[src/logic/ddc_regs.svh]
// Register offsets, field positions, reset values for the dual converter control block.
`ifndef DDC_REGS_SVH
`define DDC_REGS_SVH
`define DDC_ADDR_CONV0_LOW  8'hf9
`define DDC_ADDR_CONV0_HIGH 8'hfa
`define DDC_ADDR_CONV1_LOW  8'hfb
`define DDC_ADDR_CONV1_HIGH 8'hfc
`define DDC_ADDR_CONTROL    8'hfd
`define DDC_CTRL_RESET      8'h04
`define DDC_DATA_RESET      8'h00
`define DDC_BIT_MODE8       7
`define DDC_BIT_RANGE1      6
`define DDC_BIT_RANGE0      5
`define DDC_BIT_CLEAR1_N    4
`define DDC_BIT_CLEAR0_N    3
`define DDC_BIT_SYNC        2
`define DDC_BIT_POWER1      1
`define DDC_BIT_POWER0      0
`endif

[src/logic/ddc_pkg.sv]
// Types shared by the dual converter control block.
package ddc_pkg;
  typedef logic [7:0] ddc_byte_t;
  typedef logic [11:0] ddc_code_t;
  typedef enum logic [1:0] {
    DDC_OUT_HIZ,
    DDC_OUT_ZERO,
    DDC_OUT_CODE
  } ddc_out_t;
endpackage

[src/logic/ddc_control.sv]
// Top of the dual converter control block: registers, update timing, outputs.
module ddc_control (
  // Clock and reset.
  input  wire logic               clk,
  input  wire logic               rst,
  // Special-function register port from the core.
  input  wire logic [7:0]         sfrAddr,
  input  wire logic               sfrWr,
  input  wire logic               sfrRd,
  input  wire ddc_pkg::ddc_byte_t sfrWrData,
  output ddc_pkg::ddc_byte_t      sfrRdData,
  output logic                    sfrRdHit,
  // Buffer bypass configuration from the system configuration register.
  input  wire logic               outputBufferBypass,
  // Converter 0 analog controls.
  output ddc_pkg::ddc_code_t      conv0Code,
  output ddc_pkg::ddc_out_t       conv0OutState,
  output logic                    conv0RangeSelect,
  output logic                    conv0BufferBypass,
  // Converter 1 analog controls.
  output ddc_pkg::ddc_code_t      conv1Code,
  output ddc_pkg::ddc_out_t       conv1OutState,
  output logic                    conv1RangeSelect,
  output logic                    conv1BufferBypass
);
  `include "ddc_regs.svh"

  ////////////////////////////////////////////////////////////////////////////
  // Address decode.

  logic               wrCtrl;
  logic               wrLow0;
  logic               wrHigh0;
  logic               wrLow1;
  logic               wrHigh1;
  ddc_pkg::ddc_byte_t converterControl_reg;
  ddc_pkg::ddc_byte_t conv0CodeLow;
  ddc_pkg::ddc_byte_t conv0CodeHigh;
  ddc_pkg::ddc_byte_t conv1CodeLow;
  ddc_pkg::ddc_byte_t conv1CodeHigh;
  ddc_pkg::ddc_byte_t rdData_next;
  logic               rdHit_next;

  // Write strobes, one per register.
  assign wrCtrl  = sfrWr && (sfrAddr == `DDC_ADDR_CONTROL);
  assign wrLow0  = sfrWr && (sfrAddr == `DDC_ADDR_CONV0_LOW);
  assign wrHigh0 = sfrWr && (sfrAddr == `DDC_ADDR_CONV0_HIGH);
  assign wrLow1  = sfrWr && (sfrAddr == `DDC_ADDR_CONV1_LOW);
  assign wrHigh1 = sfrWr && (sfrAddr == `DDC_ADDR_CONV1_HIGH);

  ////////////////////////////////////////////////////////////////////////////
  // Control register.

  // Power-on value leaves sync set and both converters off.
  always_ff @(posedge clk or posedge rst) begin
    if (rst) begin
      converterControl_reg <= `DDC_CTRL_RESET;
    end else if (wrCtrl) begin
      converterControl_reg <= sfrWrData;
    end
  end

  logic mode8;
  logic syncOn;
  // A control write that changes the mode and sets sync at once loads the
  // held codes in the mode it selects, not in the one it replaces.
  assign mode8  = wrCtrl ? sfrWrData[`DDC_BIT_MODE8]
                         : converterControl_reg[`DDC_BIT_MODE8];
  assign syncOn = converterControl_reg[`DDC_BIT_SYNC];

  ////////////////////////////////////////////////////////////////////////////
  // Data registers.

  ddc_code_reg u_code0 (
    .clk     (clk),
    .rst     (rst),
    .wrLow   (wrLow0),
    .wrHigh  (wrHigh0),
    .wrData  (sfrWrData),
    .lowReg  (conv0CodeLow),
    .highReg (conv0CodeHigh)
  );

  ddc_code_reg u_code1 (
    .clk     (clk),
    .rst     (rst),
    .wrLow   (wrLow1),
    .wrHigh  (wrHigh1),
    .wrData  (sfrWrData),
    .lowReg  (conv1CodeLow),
    .highReg (conv1CodeHigh)
  );

  ////////////////////////////////////////////////////////////////////////////
  // Code assembly and update timing.

  ddc_pkg::ddc_code_t staged0;
  ddc_pkg::ddc_code_t staged1;
  ddc_pkg::ddc_code_t stagedNew0;
  ddc_pkg::ddc_code_t stagedNew1;
  logic               syncRise;

  // The code sees the byte being written in the same cycle, so a low-byte
  // write with sync set is visible on the output at the edge that stores it.
  function automatic ddc_pkg::ddc_code_t buildCode(
    input logic               eightBit,
    input ddc_pkg::ddc_byte_t low,
    input ddc_pkg::ddc_byte_t high
  );
    ddc_pkg::ddc_code_t code;
    if (eightBit) begin
      code = {low, 4'h0};
    end else begin
      code = {high[3:0], low};
    end
    return code;
  endfunction

  // Contents including a write in this cycle; each byte from the bus
  // overrides the stored one when its own register is addressed.
  assign stagedNew0 = buildCode(mode8, wrLow0 ? sfrWrData : conv0CodeLow,
                                wrHigh0 ? sfrWrData : conv0CodeHigh);
  assign stagedNew1 = buildCode(mode8, wrLow1 ? sfrWrData : conv1CodeLow,
                                wrHigh1 ? sfrWrData : conv1CodeHigh);
  assign staged0    = stagedNew0;
  assign staged1    = stagedNew1;

  // A write that turns sync from zero to one releases both held codes.
  assign syncRise = wrCtrl && !syncOn && sfrWrData[`DDC_BIT_SYNC];

  // Converter 0 output code.
  always_ff @(posedge clk or posedge rst) begin
    if (rst) begin
      conv0Code <= 12'h000;
    end else if (syncRise) begin
      conv0Code <= staged0;
    end else if (syncOn && wrLow0) begin
      conv0Code <= staged0;
    end
  end

  // Converter 1 output code.
  always_ff @(posedge clk or posedge rst) begin
    if (rst) begin
      conv1Code <= 12'h000;
    end else if (syncRise) begin
      conv1Code <= staged1;
    end else if (syncOn && wrLow1) begin
      conv1Code <= staged1;
    end
  end

  ////////////////////////////////////////////////////////////////////////////
  // Range outputs.

  always_ff @(posedge clk or posedge rst) begin
    if (rst) begin
      conv0RangeSelect <= 1'b0;
      conv1RangeSelect <= 1'b0;
    end else begin
      conv0RangeSelect <= converterControl_reg[`DDC_BIT_RANGE0];
      conv1RangeSelect <= converterControl_reg[`DDC_BIT_RANGE1];
    end
  end

  ////////////////////////////////////////////////////////////////////////////
  // Output stages.

  ddc_out_stage u_stage0 (
    .clk          (clk),
    .rst          (rst),
    .powerOn      (converterControl_reg[`DDC_BIT_POWER0]),
    .clearN       (converterControl_reg[`DDC_BIT_CLEAR0_N]),
    .rangeSupply  (converterControl_reg[`DDC_BIT_RANGE0]),
    .bypassReq    (outputBufferBypass),
    .outState     (conv0OutState),
    .bufferBypass (conv0BufferBypass)
  );

  ddc_out_stage u_stage1 (
    .clk          (clk),
    .rst          (rst),
    .powerOn      (converterControl_reg[`DDC_BIT_POWER1]),
    .clearN       (converterControl_reg[`DDC_BIT_CLEAR1_N]),
    .rangeSupply  (converterControl_reg[`DDC_BIT_RANGE1]),
    .bypassReq    (outputBufferBypass),
    .outState     (conv1OutState),
    .bufferBypass (conv1BufferBypass)
  );

  ////////////////////////////////////////////////////////////////////////////
  // Read-back.

  // All five registers read back as written; other addresses give zero and
  // no hit so the core can route another peripheral's data.
  always_comb begin
    rdData_next = 8'h00;
    rdHit_next  = 1'b1;
    if (sfrAddr == `DDC_ADDR_CONTROL) begin
      rdData_next = converterControl_reg;
    end else if (sfrAddr == `DDC_ADDR_CONV0_LOW) begin
      rdData_next = conv0CodeLow;
    end else if (sfrAddr == `DDC_ADDR_CONV0_HIGH) begin
      rdData_next = conv0CodeHigh;
    end else if (sfrAddr == `DDC_ADDR_CONV1_LOW) begin
      rdData_next = conv1CodeLow;
    end else if (sfrAddr == `DDC_ADDR_CONV1_HIGH) begin
      rdData_next = conv1CodeHigh;
    end else begin
      rdHit_next = 1'b0;
    end
  end

  // Read data registered one cycle after the strobe.
  always_ff @(posedge clk or posedge rst) begin
    if (rst) begin
      sfrRdData <= 8'h00;
      sfrRdHit  <= 1'b0;
    end else begin
      sfrRdData <= sfrRd ? rdData_next : 8'h00;
      sfrRdHit  <= sfrRd && rdHit_next;
    end
  end
endmodule

[src/logic/ddc_code_reg.sv]
// Per-converter data byte pair holding the software-written code bytes.
module ddc_code_reg (
  // Clock and reset.
  input  wire logic              clk,
  input  wire logic              rst,
  // Write port.
  input  wire logic              wrLow,
  input  wire logic              wrHigh,
  input  wire ddc_pkg::ddc_byte_t wrData,
  // Stored bytes, each straight from a register.
  output ddc_pkg::ddc_byte_t     lowReg,
  output ddc_pkg::ddc_byte_t     highReg
);
  `include "ddc_regs.svh"

  // Both bytes clear at power-on.
  always_ff @(posedge clk or posedge rst) begin
    if (rst) begin
      lowReg  <= `DDC_DATA_RESET;
      highReg <= `DDC_DATA_RESET;
    end else begin
      if (wrLow) begin
        lowReg <= wrData;
      end
      if (wrHigh) begin
        highReg <= wrData;
      end
    end
  end
endmodule

[src/logic/ddc_out_stage.sv]
// Output state selection for one converter: high impedance, forced zero or code.
module ddc_out_stage (
  // Clock and reset.
  input  wire logic              clk,
  input  wire logic              rst,
  // Controls.
  input  wire logic              powerOn,
  input  wire logic              clearN,
  input  wire logic              rangeSupply,
  input  wire logic              bypassReq,
  // Registered results.
  output ddc_pkg::ddc_out_t      outState,
  output logic                   bufferBypass
);
  // Disabled after reset so the pin floats until software powers it.
  always_ff @(posedge clk or posedge rst) begin
    if (rst) begin
      outState <= ddc_pkg::DDC_OUT_HIZ;
    end else if (!powerOn) begin
      outState <= ddc_pkg::DDC_OUT_HIZ;
    end else if (!clearN) begin
      outState <= ddc_pkg::DDC_OUT_ZERO;
    end else begin
      outState <= ddc_pkg::DDC_OUT_CODE;
    end
  end

  // The unbuffered path is only honoured in the reference range, so the
  // request is dropped while the supply range is selected.
  always_ff @(posedge clk or posedge rst) begin
    if (rst) begin
      bufferBypass <= 1'b0;
    end else begin
      bufferBypass <= bypassReq && !rangeSupply;
    end
  end
endmodule

[config.mk]
export PLATFORM = sky130hd
export DESIGN_NAME = ddc_control
export DESIGN_NICKNAME = d
export VERILOG_FILES = /design/src/logic/ddc_pkg.sv /design/src/logic/ddc_control.sv /design/src/logic/ddc_code_reg.sv /design/src/logic/ddc_out_stage.sv
export VERILOG_INCLUDE_DIRS = /design/src /design/src/logic
export SDC_FILE = /design/constraint.sdc
export NUM_CORES = 1
export LEC_CHECK = 0
export ABC_CLOCK_PERIOD_IN_PS = 2800
export BUFFER_PORTS_ARGS = -buffer_cell sky130_fd_sc_hd__buf_2
export CORE_AREA = 8 8 112 114
export CTS_CLUSTER_SIZE = 16
export DETAILED_ROUTE_END_ITERATION = 10
export DIE_AREA = 0 0 120 122
export GPL_TIMING_DRIVEN = 0
export PLACE_DENSITY = 0.64
export SLEW_MARGIN = 20
export SYNTH_ARGS = -nofsm -noshare
export SYNTH_HDL_FRONTEND = slang
export SYNTH_SLANG_ARGS = --single-unit
[constraint.sdc]
create_clock -name clk -period 2.8 [get_ports clk]
set_input_delay 0.42 -clock clk [delete_from_list [all_inputs] [get_ports clk]]
set_output_delay 0.42 -clock clk [all_outputs]
set_load 0.01 [all_outputs]
# == Word-level counts from Yosys, hierarchy flattened ==
# Cells that the tools add are included.
# word_totals
register_bits,81
input_bits,21
# op_classes
n_eq_ne,5
muxes,26
n_reduce_logical,17
# op_table
op,n
$mux 12,6
$mux 8,8
$eq 8x8->1 const B,5
$logic_and 1x1->1,12
$mux 2,4
$mux 4,2
$mux 1,6
$reduce_bool 2->1,2
$logic_not 1->1,3

# == Depth between registers and ports, before layout ==
# Gate-level depths: netlist (run 1).
# depth
ltp_word,7
depth_mapped,9

# == By module ==
# From an unflattened synthesis (run 1), not the netlist that was laid out.
# hier_totals
cells_unflattened,362
area_unflattened_um2,4309.1
# by_module_without_submodules
mod,instances,cells_each,area_each_um2,seq_area_each_um2
ddc_control,1,278,2772.7,1077.3
ddc_code_reg,2,35,666.9,400.4
ddc_out_stage,2,7,101.3,75.1

# == Worst setup path before layout (run 1) ==
# No wires, ideal clock.
# synth_timing
path_type,in2reg
startpoint,in sfrAddr[2]
endpoint,reg conv0Code[4]
arrival_time_ns,1.861
path_slack_ns,0.813
cell_stages,6
path_buffers,2
path_cell_list,buf_6 buf_6 nor4_2 mux2_2 nor2_1 o21ai_0
# synth_between
elab_chain_cells,6
word_cells_on_any_way,13
cone_classes,eq/ne: 2; mux: 5; reduce/logical: 6
# synth_rtl
element,line_no,rtl
start: declaration,ddc_control.sv:7,"input wire logic [7:0] sfrAddr,"
$eq 8x8->1 (no source line),n/a,
$logic_and 1x1->1 (on tied branches),"ddc_control.sv:46, ddc_control.sv:45",
$mux 8 or $mux 1 (tied branches),n/a,
$mux 12,ddc_control.sv:111,if (eightBit) begin
$mux 12,ddc_control.sv:137,end else if (syncOn && wrLow0) begin
$mux 12,ddc_control.sv:135,end else if (syncRise) begin
end signal: assignment,ddc_control.sv:136,conv0Code <= staged0;
end signal: assignment,ddc_control.sv:138,conv0Code <= staged0;
end: declaration,ddc_control.sv:16,"output ddc_pkg::ddc_code_t conv0Code,"
# Several ways; a longest one is shown, not always the timed one. The select of a mux whose other input is x is not followed.
# A chain may end at the register's enable or synchronous reset.

# == Worst setup path after layout (run 1) ==
# layout_timing
startpoint,reg converterControl_reg[2]
endpoint,reg conv0Code[9]
# layout_between
elab_chain_cells,4
word_cells_on_any_way,6
cone_classes,mux: 1; reduce/logical: 5
# layout_rtl
element,line_no,rtl
start: declaration,ddc_control.sv:36,ddc_pkg::ddc_byte_t converterControl_reg;
start signal: assignment,ddc_control.sv:57,converterControl_reg <= `DDC_CTRL_RESET;
start signal: assignment,ddc_control.sv:59,converterControl_reg <= sfrWrData;
$logic_not 1->1,ddc_control.sv:129,assign syncRise = wrCtrl && !syncOn && sfrWrData[`DDC_BIT_SYNC];
$logic_and 1x1->1 (2 in series),ddc_control.sv:129,
$mux 12 or $reduce_bool 2->1 (tied branches),n/a,
# Several ways; a longest one is shown, not always the timed one.

==> impl_metrics.py, run 1 <==
metrics = {
    "floorplan": {
        "rows": 38,
        "top_level_ports": 62,
        "die_y_microns": 122,
        "die_x_microns": 120,
        "start_util": 0.342,
        "die-area_sq_um": 14600,
        "core-area_sq_um": 10700,
    },
    "timing": {
        "setup_viol": 0,
        "whs_ns": 0.0406,
        "slew-limit-headroom": 0.329,
        "grt_setup_unrepaired": "no",
        "final-hold-violation-count": 0,
        "clock.fmax_mhz": 429,
        "min_period_over_period": 0.833,
        "tightest_slew_ns": 0.998,
        "clock-skew-final_ns": 0.00911,
        "slew_viol_final": 0,
        "min_period_ns": 2.33,
    },
    "routing": {
        "antenna_left": 0,
        "vias": 2662,
        "wl_per_cell_microns": 17.8,
        "first_pass_iters": 4,
        "viasPerCell": 5.00,
        "routed_wl_mm": 9.46,
        "first_iter_violations": 114,
        "drc": 0,
    },
    "synthesis": {
        "synth_xor_area_frac": 0,
        "ys_types": 41,
        "muxShareOfSynthArea": 0.169,
        "synth.avg_cell_area_sq_um": 11.6,
        "synth_adder_area_share": 0,
        "ys_seq_area_frac": 0.555,
        "synth_compound_area_frac": 0.102,
        "synth_nets": 336,
        "synth_top_family_by_area": "multiplexers",
        "synth_seq_cells": 81,
        "yosysWarnings": 0,
        "syn_area_sq_um": 3650,
        "synthCells": 315,
        "synth-simple-area-share": 0.139,
    },
    "clock_network": {
        "cts_num_sinks": 81,
        "post_cts_resized": 0,
        "cts.clk_slew.worst_paths_ns": 0.09,
        "clockBufferDepth": 2,
        "cts_buffers": 9,
        "clk_latency_ns": 0.36,
        "cts_tree": "built",
        "cts_htree_levels": 3,
        "cts_root_buf": "clkbuf_8",
        "cts_setup_buffers": 0,
        "hold_buffers": 0,
    },
    "cells_and_area": {
        "final_layout_size_suffix_gt1_frac": 0.344,
        "antenna_cells": 0,
        "nets": 408,
        "largestRegisters": "conv0Code x12, conv1Code x12",
        "mostFrequentLayoutCells": "dfrtp_1 (80), buf_2 (63), mux2_2 (39)",
        "finalNonFillerCells": 532,
        "area_growth_pct": 19.2,
        "final_common_cell": "dfrtp_1",
    },
    "job": {
        "maxCapViolCount": 0,
    },
    "placed_design": {
        "gp_congestion": 0.859,
        "port_buffers": 60,
        "dp_hpwl_mm": 6.93,
        "dp_cells": 516,
    },
    "run_status": {
        "outcome": "completed",
    },
    "worst_setup_path": {
        "startpoint_type": "register",
        "critPathKind": "register to register",
        "end_kind": "register",
        "cp.arrival_ns": 2.57,
        "path_max_fanout": 10,
        "critPathRequiredTime_ns": 3.04,
    },
    "power_and_ir_drop": {
        "p_leak_uw": 0.00216,
        "peakVddDrop_mv": 0.185,
        "powerDensity_nw_per_um2": 513,
    },
    "grt": {
        "grt_usage": 0.133,
        "grt_pass1_vias": 2788,
        "grt_max_degree": 57,
        "grt_pass1_wl_mm": 15.1,
        "grt_antenna_before_repair": 1,
        "overflow": 0,
    },
    "hold_path": {
        "hold_class": "input pin to async pin",
    },
}
==> through the flow <==
step	TNS, ns	total power (uW)	util	cell area (sq um)	setup WS, ns
floorplan	0	1370	-	3650	0.302
global placement	-48.32	1440	0.386	4130	-0.610
detailed placement	0	1450	0.389	4160	0.283
CTS	0	2260	0.406	4350	0.436
global route	0	2330	0.407	4360	0.192
finish	0	2240	0.407	4360	0.469
==> critical path: stages (launching register included) <==
cell      delay, ns
dfstp_2        0.57
nor2b_1        0.06
mux2i_1        0.43
or2_2          0.20
clkbuf_1       0.34
clkbuf_1       0.42
nand2_1        0.14
o41ai_2        0.07
==> worst paths after layout <==
check,from,endpoint,slack [ns],cells past startpoint
min,rst,u_code0.lowReg[1]$_DFF_PP0_,0.04,2
max in group asynchronous,rst,converterControl_reg[2]$_DFFE_PP1P_,2.13,3
min reg2reg,converterControl_reg[6]$_DFFE_PP0P_,conv1RangeSelect$_DFF_PP0_,0.43,0
max,converterControl_reg[2]$_DFFE_PP1P_,conv0Code[9]$_DFFE_PP0P_,0.47,7
min in group clk,outputBufferBypass,u_stage1.bufferBypass$_DFF_PP0_,0.30,2
max reg2reg,converterControl_reg[2]$_DFFE_PP1P_,conv0Code[9]$_DFFE_PP0P_,0.47,7
==> routing by layer <==
| layer | wire length, microns | vias to the layer above | global-route usage |
|---|---|---|---|
| met5 | 14 | - | 0 |
| met4 | 219 | 2 | 0.0617 |
| met3 | 636 | 16 | 0.0384 |
| met2 | 4340 | 84 | 0.205 |
| met1 | 4240 | 1292 | 0.169 |
| li1 | - | 1268 | - |
==> power breakdown <==
group / internal, uW / switching, uW
Sequential: 1200 / 20.2
Clock: 355 / 454
Combinational: 79.5 / 124
==> kinds of logic after synthesis <==
kind of cell,Yosys count
buffers and inverters,21
flip-flops,81
multiplexers,57
AO/OA/AOI/OAI,58
AND/OR/NAND/NOR,98
==> synth_stat cells <==
cell	instances	area share
a2111o_1	3	0.0092
a211oi_1	1	0.0021
a21boi_1	1	0.0021
a21oi_1	8	0.011
a22o_1	1	0.0024
a31oi_1	1	0.0017
and2_1	3	0.0051
and2b_1	1	0.0021
and4_1	1	0.0024
buf_2	3	0.0041
buf_6	4	0.012
clkbuf_1	9	0.0092
clkbuf_2	2	0.0027
clkinv_8	1	0.0045
dfrtp_1	80	0.55
dfstp_2	1	0.0072
inv_1	2	0.0021
mux2_2	39	0.12
mux2i_1	18	0.049
nand2_1	34	0.035
nand2b_1	2	0.0034
nand3_1	2	0.0027
nand4_1	3	0.0051
nand4_2	1	0.0034
nand4_4	1	0.0058
nor2_1	32	0.033
nor2b_1	7	0.012
nor3_1	2	0.0027
nor4_2	1	0.0034
nor4_4	1	0.0058
nor4b_1	2	0.0048
nor4b_2	1	0.0041
o21a_1	1	0.0021
o21ai_0	30	0.041
o221ai_1	1	0.0024
o2bb2ai_1	1	0.0024
o31ai_1	1	0.0021
o32ai_1	8	0.019
o41ai_2	1	0.0045
or2_2	1	0.0017
or4_1	3	0.0062
==> layout make-up <==
class | instances | area [sq um]
well taps | 140 | 175
flip-flops and latches | 81 | 2030
clock buffers | 10 | 138
multi-input cells | 213 | 1510
plain buffers | 18 | 104
clock inverters | 6 | 48.8
inverters | 3 | 26.3
repair buffers | 61 | 328
fillers | 1038 | 6340
(Power assumes the default switching activity.)
==> inputs of run 2 (changes only) <==
--- a/config.mk
+++ b/config.mk
@@ -6,7 +6,7 @@
 export SDC_FILE = /design/constraint.sdc
 export NUM_CORES = 1
 export LEC_CHECK = 0
-export ABC_CLOCK_PERIOD_IN_PS = 2800
+export ABC_CLOCK_PERIOD_IN_PS = 2440
 export BUFFER_PORTS_ARGS = -buffer_cell sky130_fd_sc_hd__buf_2
 export CORE_AREA = 8 8 112 114
 export CTS_CLUSTER_SIZE = 16
==> constraint.sdc (replaced) <==
create_clock -name clk -period 2.44 [get_ports clk]
set_input_delay 0.366 -clock clk [delete_from_list [all_inputs] [get_ports clk]]
set_output_delay 0.366 -clock clk [all_outputs]
set_load 0.01 [all_outputs]
==> run 2 against run 1 <==
Effect of this change:
- combinational power is 16% higher
- register-to-register slack worse by 0.19 ns
- highest routed layer is now met4
- routed wire length is 0.31% lower
- worst setup slack worse by 0.19 ns
- non-clock buffer count is 2 higher
- via count is 2.8% higher
- sequential share of layout area is 0.42 points lower
- largest cell class unchanged
- global-route usage is 0.37 points higher
- first-iteration DRC count is 21% higher
- core utilization is 0.37 points higher
- die area stayed put
- largest power group unchanged
- fmax is 8.0% higher
==> impl_metrics.py, run 2 (synthesis gave the netlist of run 1 again) <==
metrics = {
    "run_status": {
        "outcome": "completed",
    },
    "job": {
        "maxCapViolCount": 0,
    },
    "floorplan": {
        "die_y_microns": 122,
        "core-area_sq_um": 10700,
        "die-area_sq_um": 14600,
        "die_x_microns": 120,
        "rows": 38,
        "top_level_ports": 62,
        "start_util": 0.342,
    },
    "worst_setup_path": {
        "r2r_slack_ns": 0.28,
        "cp.depth": 7,
        "worst_r2r_startpoint": "converterControl_reg[2]$_DFFE_PP1P_",
        "critPathKind": "register to register",
        "path_buf_inv": 2,
        "startpoint_type": "register",
        "path_max_fanout": 10,
        "slowest_delay_ns": 0.57,
        "path_delay_family": "buffers and inverters",
        "worstReg2RegEnd": "conv0Code[1]$_DFFE_PP0P_",
        "crit_chain": "nor2b_1, mux2i_1, or2_2, clkbuf_1, clkbuf_2, nand2_1, o21ai_0",
        "end_kind": "register",
        "rr_worst_depth": 7,
        "cp.arrival_ns": 2.42,
        "crit_start": "converterControl_reg[2]$_DFFE_PP1P_",
        "worstSetupEndpoint": "conv0Code[1]$_DFFE_PP0P_",
        "critPathSlowestCell": "dfstp_2",
        "critPathRequiredTime_ns": 2.71,
    },
    "timing": {
        "final-hold-violation-count": 0,
        "setup_tns_ns": 0,
        "min_period_ns": 2.16,
        "setup_viol": 0,
        "min_period_over_period": 0.885,
        "slew_viol_final": 0,
        "slew-limit-headroom": 0.256,
        "clock.fmax_mhz": 463,
        "tightest_slew_ns": 1.11,
        "grt_setup_unrepaired": "no",
        "clock-skew-final_ns": 0.00636,
        "timing.final.ws_setup_ns": 0.282,
    },
    "placed_design": {
        "gp_congestion": 0.855,
        "placed_area_sq_um": 4170,
        "dp_slack_ns": -0.0123,
        "port_buffers": 60,
        "dp_hpwl_mm": 6.98,
    },
    "routing": {
        "first_pass_iters": 4,
        "drc": 0,
        "first_iter_violations": 138,
        "antenna_left": 0,
        "vias": 2737,
        "wl_per_cell_microns": 17.7,
        "routed_wl_mm": 9.43,
        "viasPerCell": 5.13,
    },
    "cells_and_area": {
        "largestRegisters": "conv0Code x12, conv1Code x12",
        "mostFrequentLayoutCells": "dfrtp_1 (80), buf_2 (63), mux2_2 (39)",
        "nets": 410,
        "area_growth_pct": 20.3,
        "final_common_cell": "dfrtp_1",
        "antenna_cells": 0,
        "final_area_sq_um": 4400,
        "final_layout_size_suffix_gt1_frac": 0.345,
    },
    "clock_network": {
        "cts_buffers": 9,
        "cts.clk_slew.worst_paths_ns": 0.08,
        "clk_latency_ns": 0.36,
        "clockBufferDepth": 2,
        "cts_setup_buffers": 0,
        "cts_num_sinks": 81,
        "cts_tree": "built",
        "cts_root_buf": "clkbuf_8",
        "cts_htree_levels": 3,
    },
    "grt": {
        "grt_pass1_wl_mm": 15.5,
        "grt_usage": 0.136,
        "overflow": 0,
        "grt_pass1_vias": 2861,
        "grt_max_degree": 35,
        "grt_antenna_before_repair": 0,
    },
    "power_and_ir_drop": {
        "p_leak_uw": 0.00218,
        "peakVddDrop_mv": 0.276,
        "power.total_uw": 2680,
        "powerDensity_nw_per_um2": 611,
    },
    "hold_path": {
        "min_from": "outputBufferBypass",
        "hold_class": "input pin to register",
    },
}
[run 2: worst register-to-register path, cell delays in order, from the launching register on]
cell	delay (ns)
dfstp_2	0.57
nor2b_1	0.07
mux2i_1	0.44
or2_2	0.21
clkbuf_1	0.33
clkbuf_2	0.29
nand2_1	0.08
o21ai_0	0.09
[run 2: layout make-up]
class                   count  area (sq um)
plain buffers              18           105
clock buffers              10           128
clock inverters             6          82.6
fillers                  1043          6300
inverters                   3          27.5
multi-input cells         213          1500
flip-flops and latches     81          2030
well taps                 140           175
repair buffers             63           350
[run 2: worst min path at each step]
stage	end	slack, ns	cells after the start
floorplan	conv0RangeSelect$_DFF_PP0_	0.38	0
global placement	conv1RangeSelect$_DFF_PP0_	0.42	0
detailed placement	u_stage0.bufferBypass$_DFF_PP0_	0.37	2
CTS	u_stage0.bufferBypass$_DFF_PP0_	0.23	2
global route	u_stage0.bufferBypass$_DFF_PP0_	0.26	2
finish	u_stage1.bufferBypass$_DFF_PP0_	0.24	2
[run 2: what timing repair did]
action	4_1_cts	5_1_grt
hold buffers	1	0
hold endpoints to repair	14	0
endpoints found under the setup margin	0	9
gates resized for setup	0	2
[run 2: routing by layer]
metal  global-route usage  wire (microns)  up-vias  part of all wire
met1                0.174            4280     1351              0.45
met3               0.0324             543       23             0.058
li1                     -               -     1269                 -
met2                0.209            4290       94              0.45
met4               0.0788             318        0             0.034
met5                    0               0        -                 0
[run 2: power by group]
group | switching [uW] | leakage, uW | internal [uW] | total [uW]
Sequential | 22.9 | 0.00112 | 1380 | 1400
Combinational | 142 | 0.000960 | 93.9 | 236
Clock | 475 | 0.000106 | 571 | 1050
[run 2: metrics by stage]
step                      cells  utilization  hold slack [ns]
after global routing        534        0.411            0.259
after detailed placement    517        0.390            0.374
final                       534        0.411            0.238
after CTS                   534        0.411            0.231
after global placement      515        0.386            0.418
after floorplan             315            -            0.385
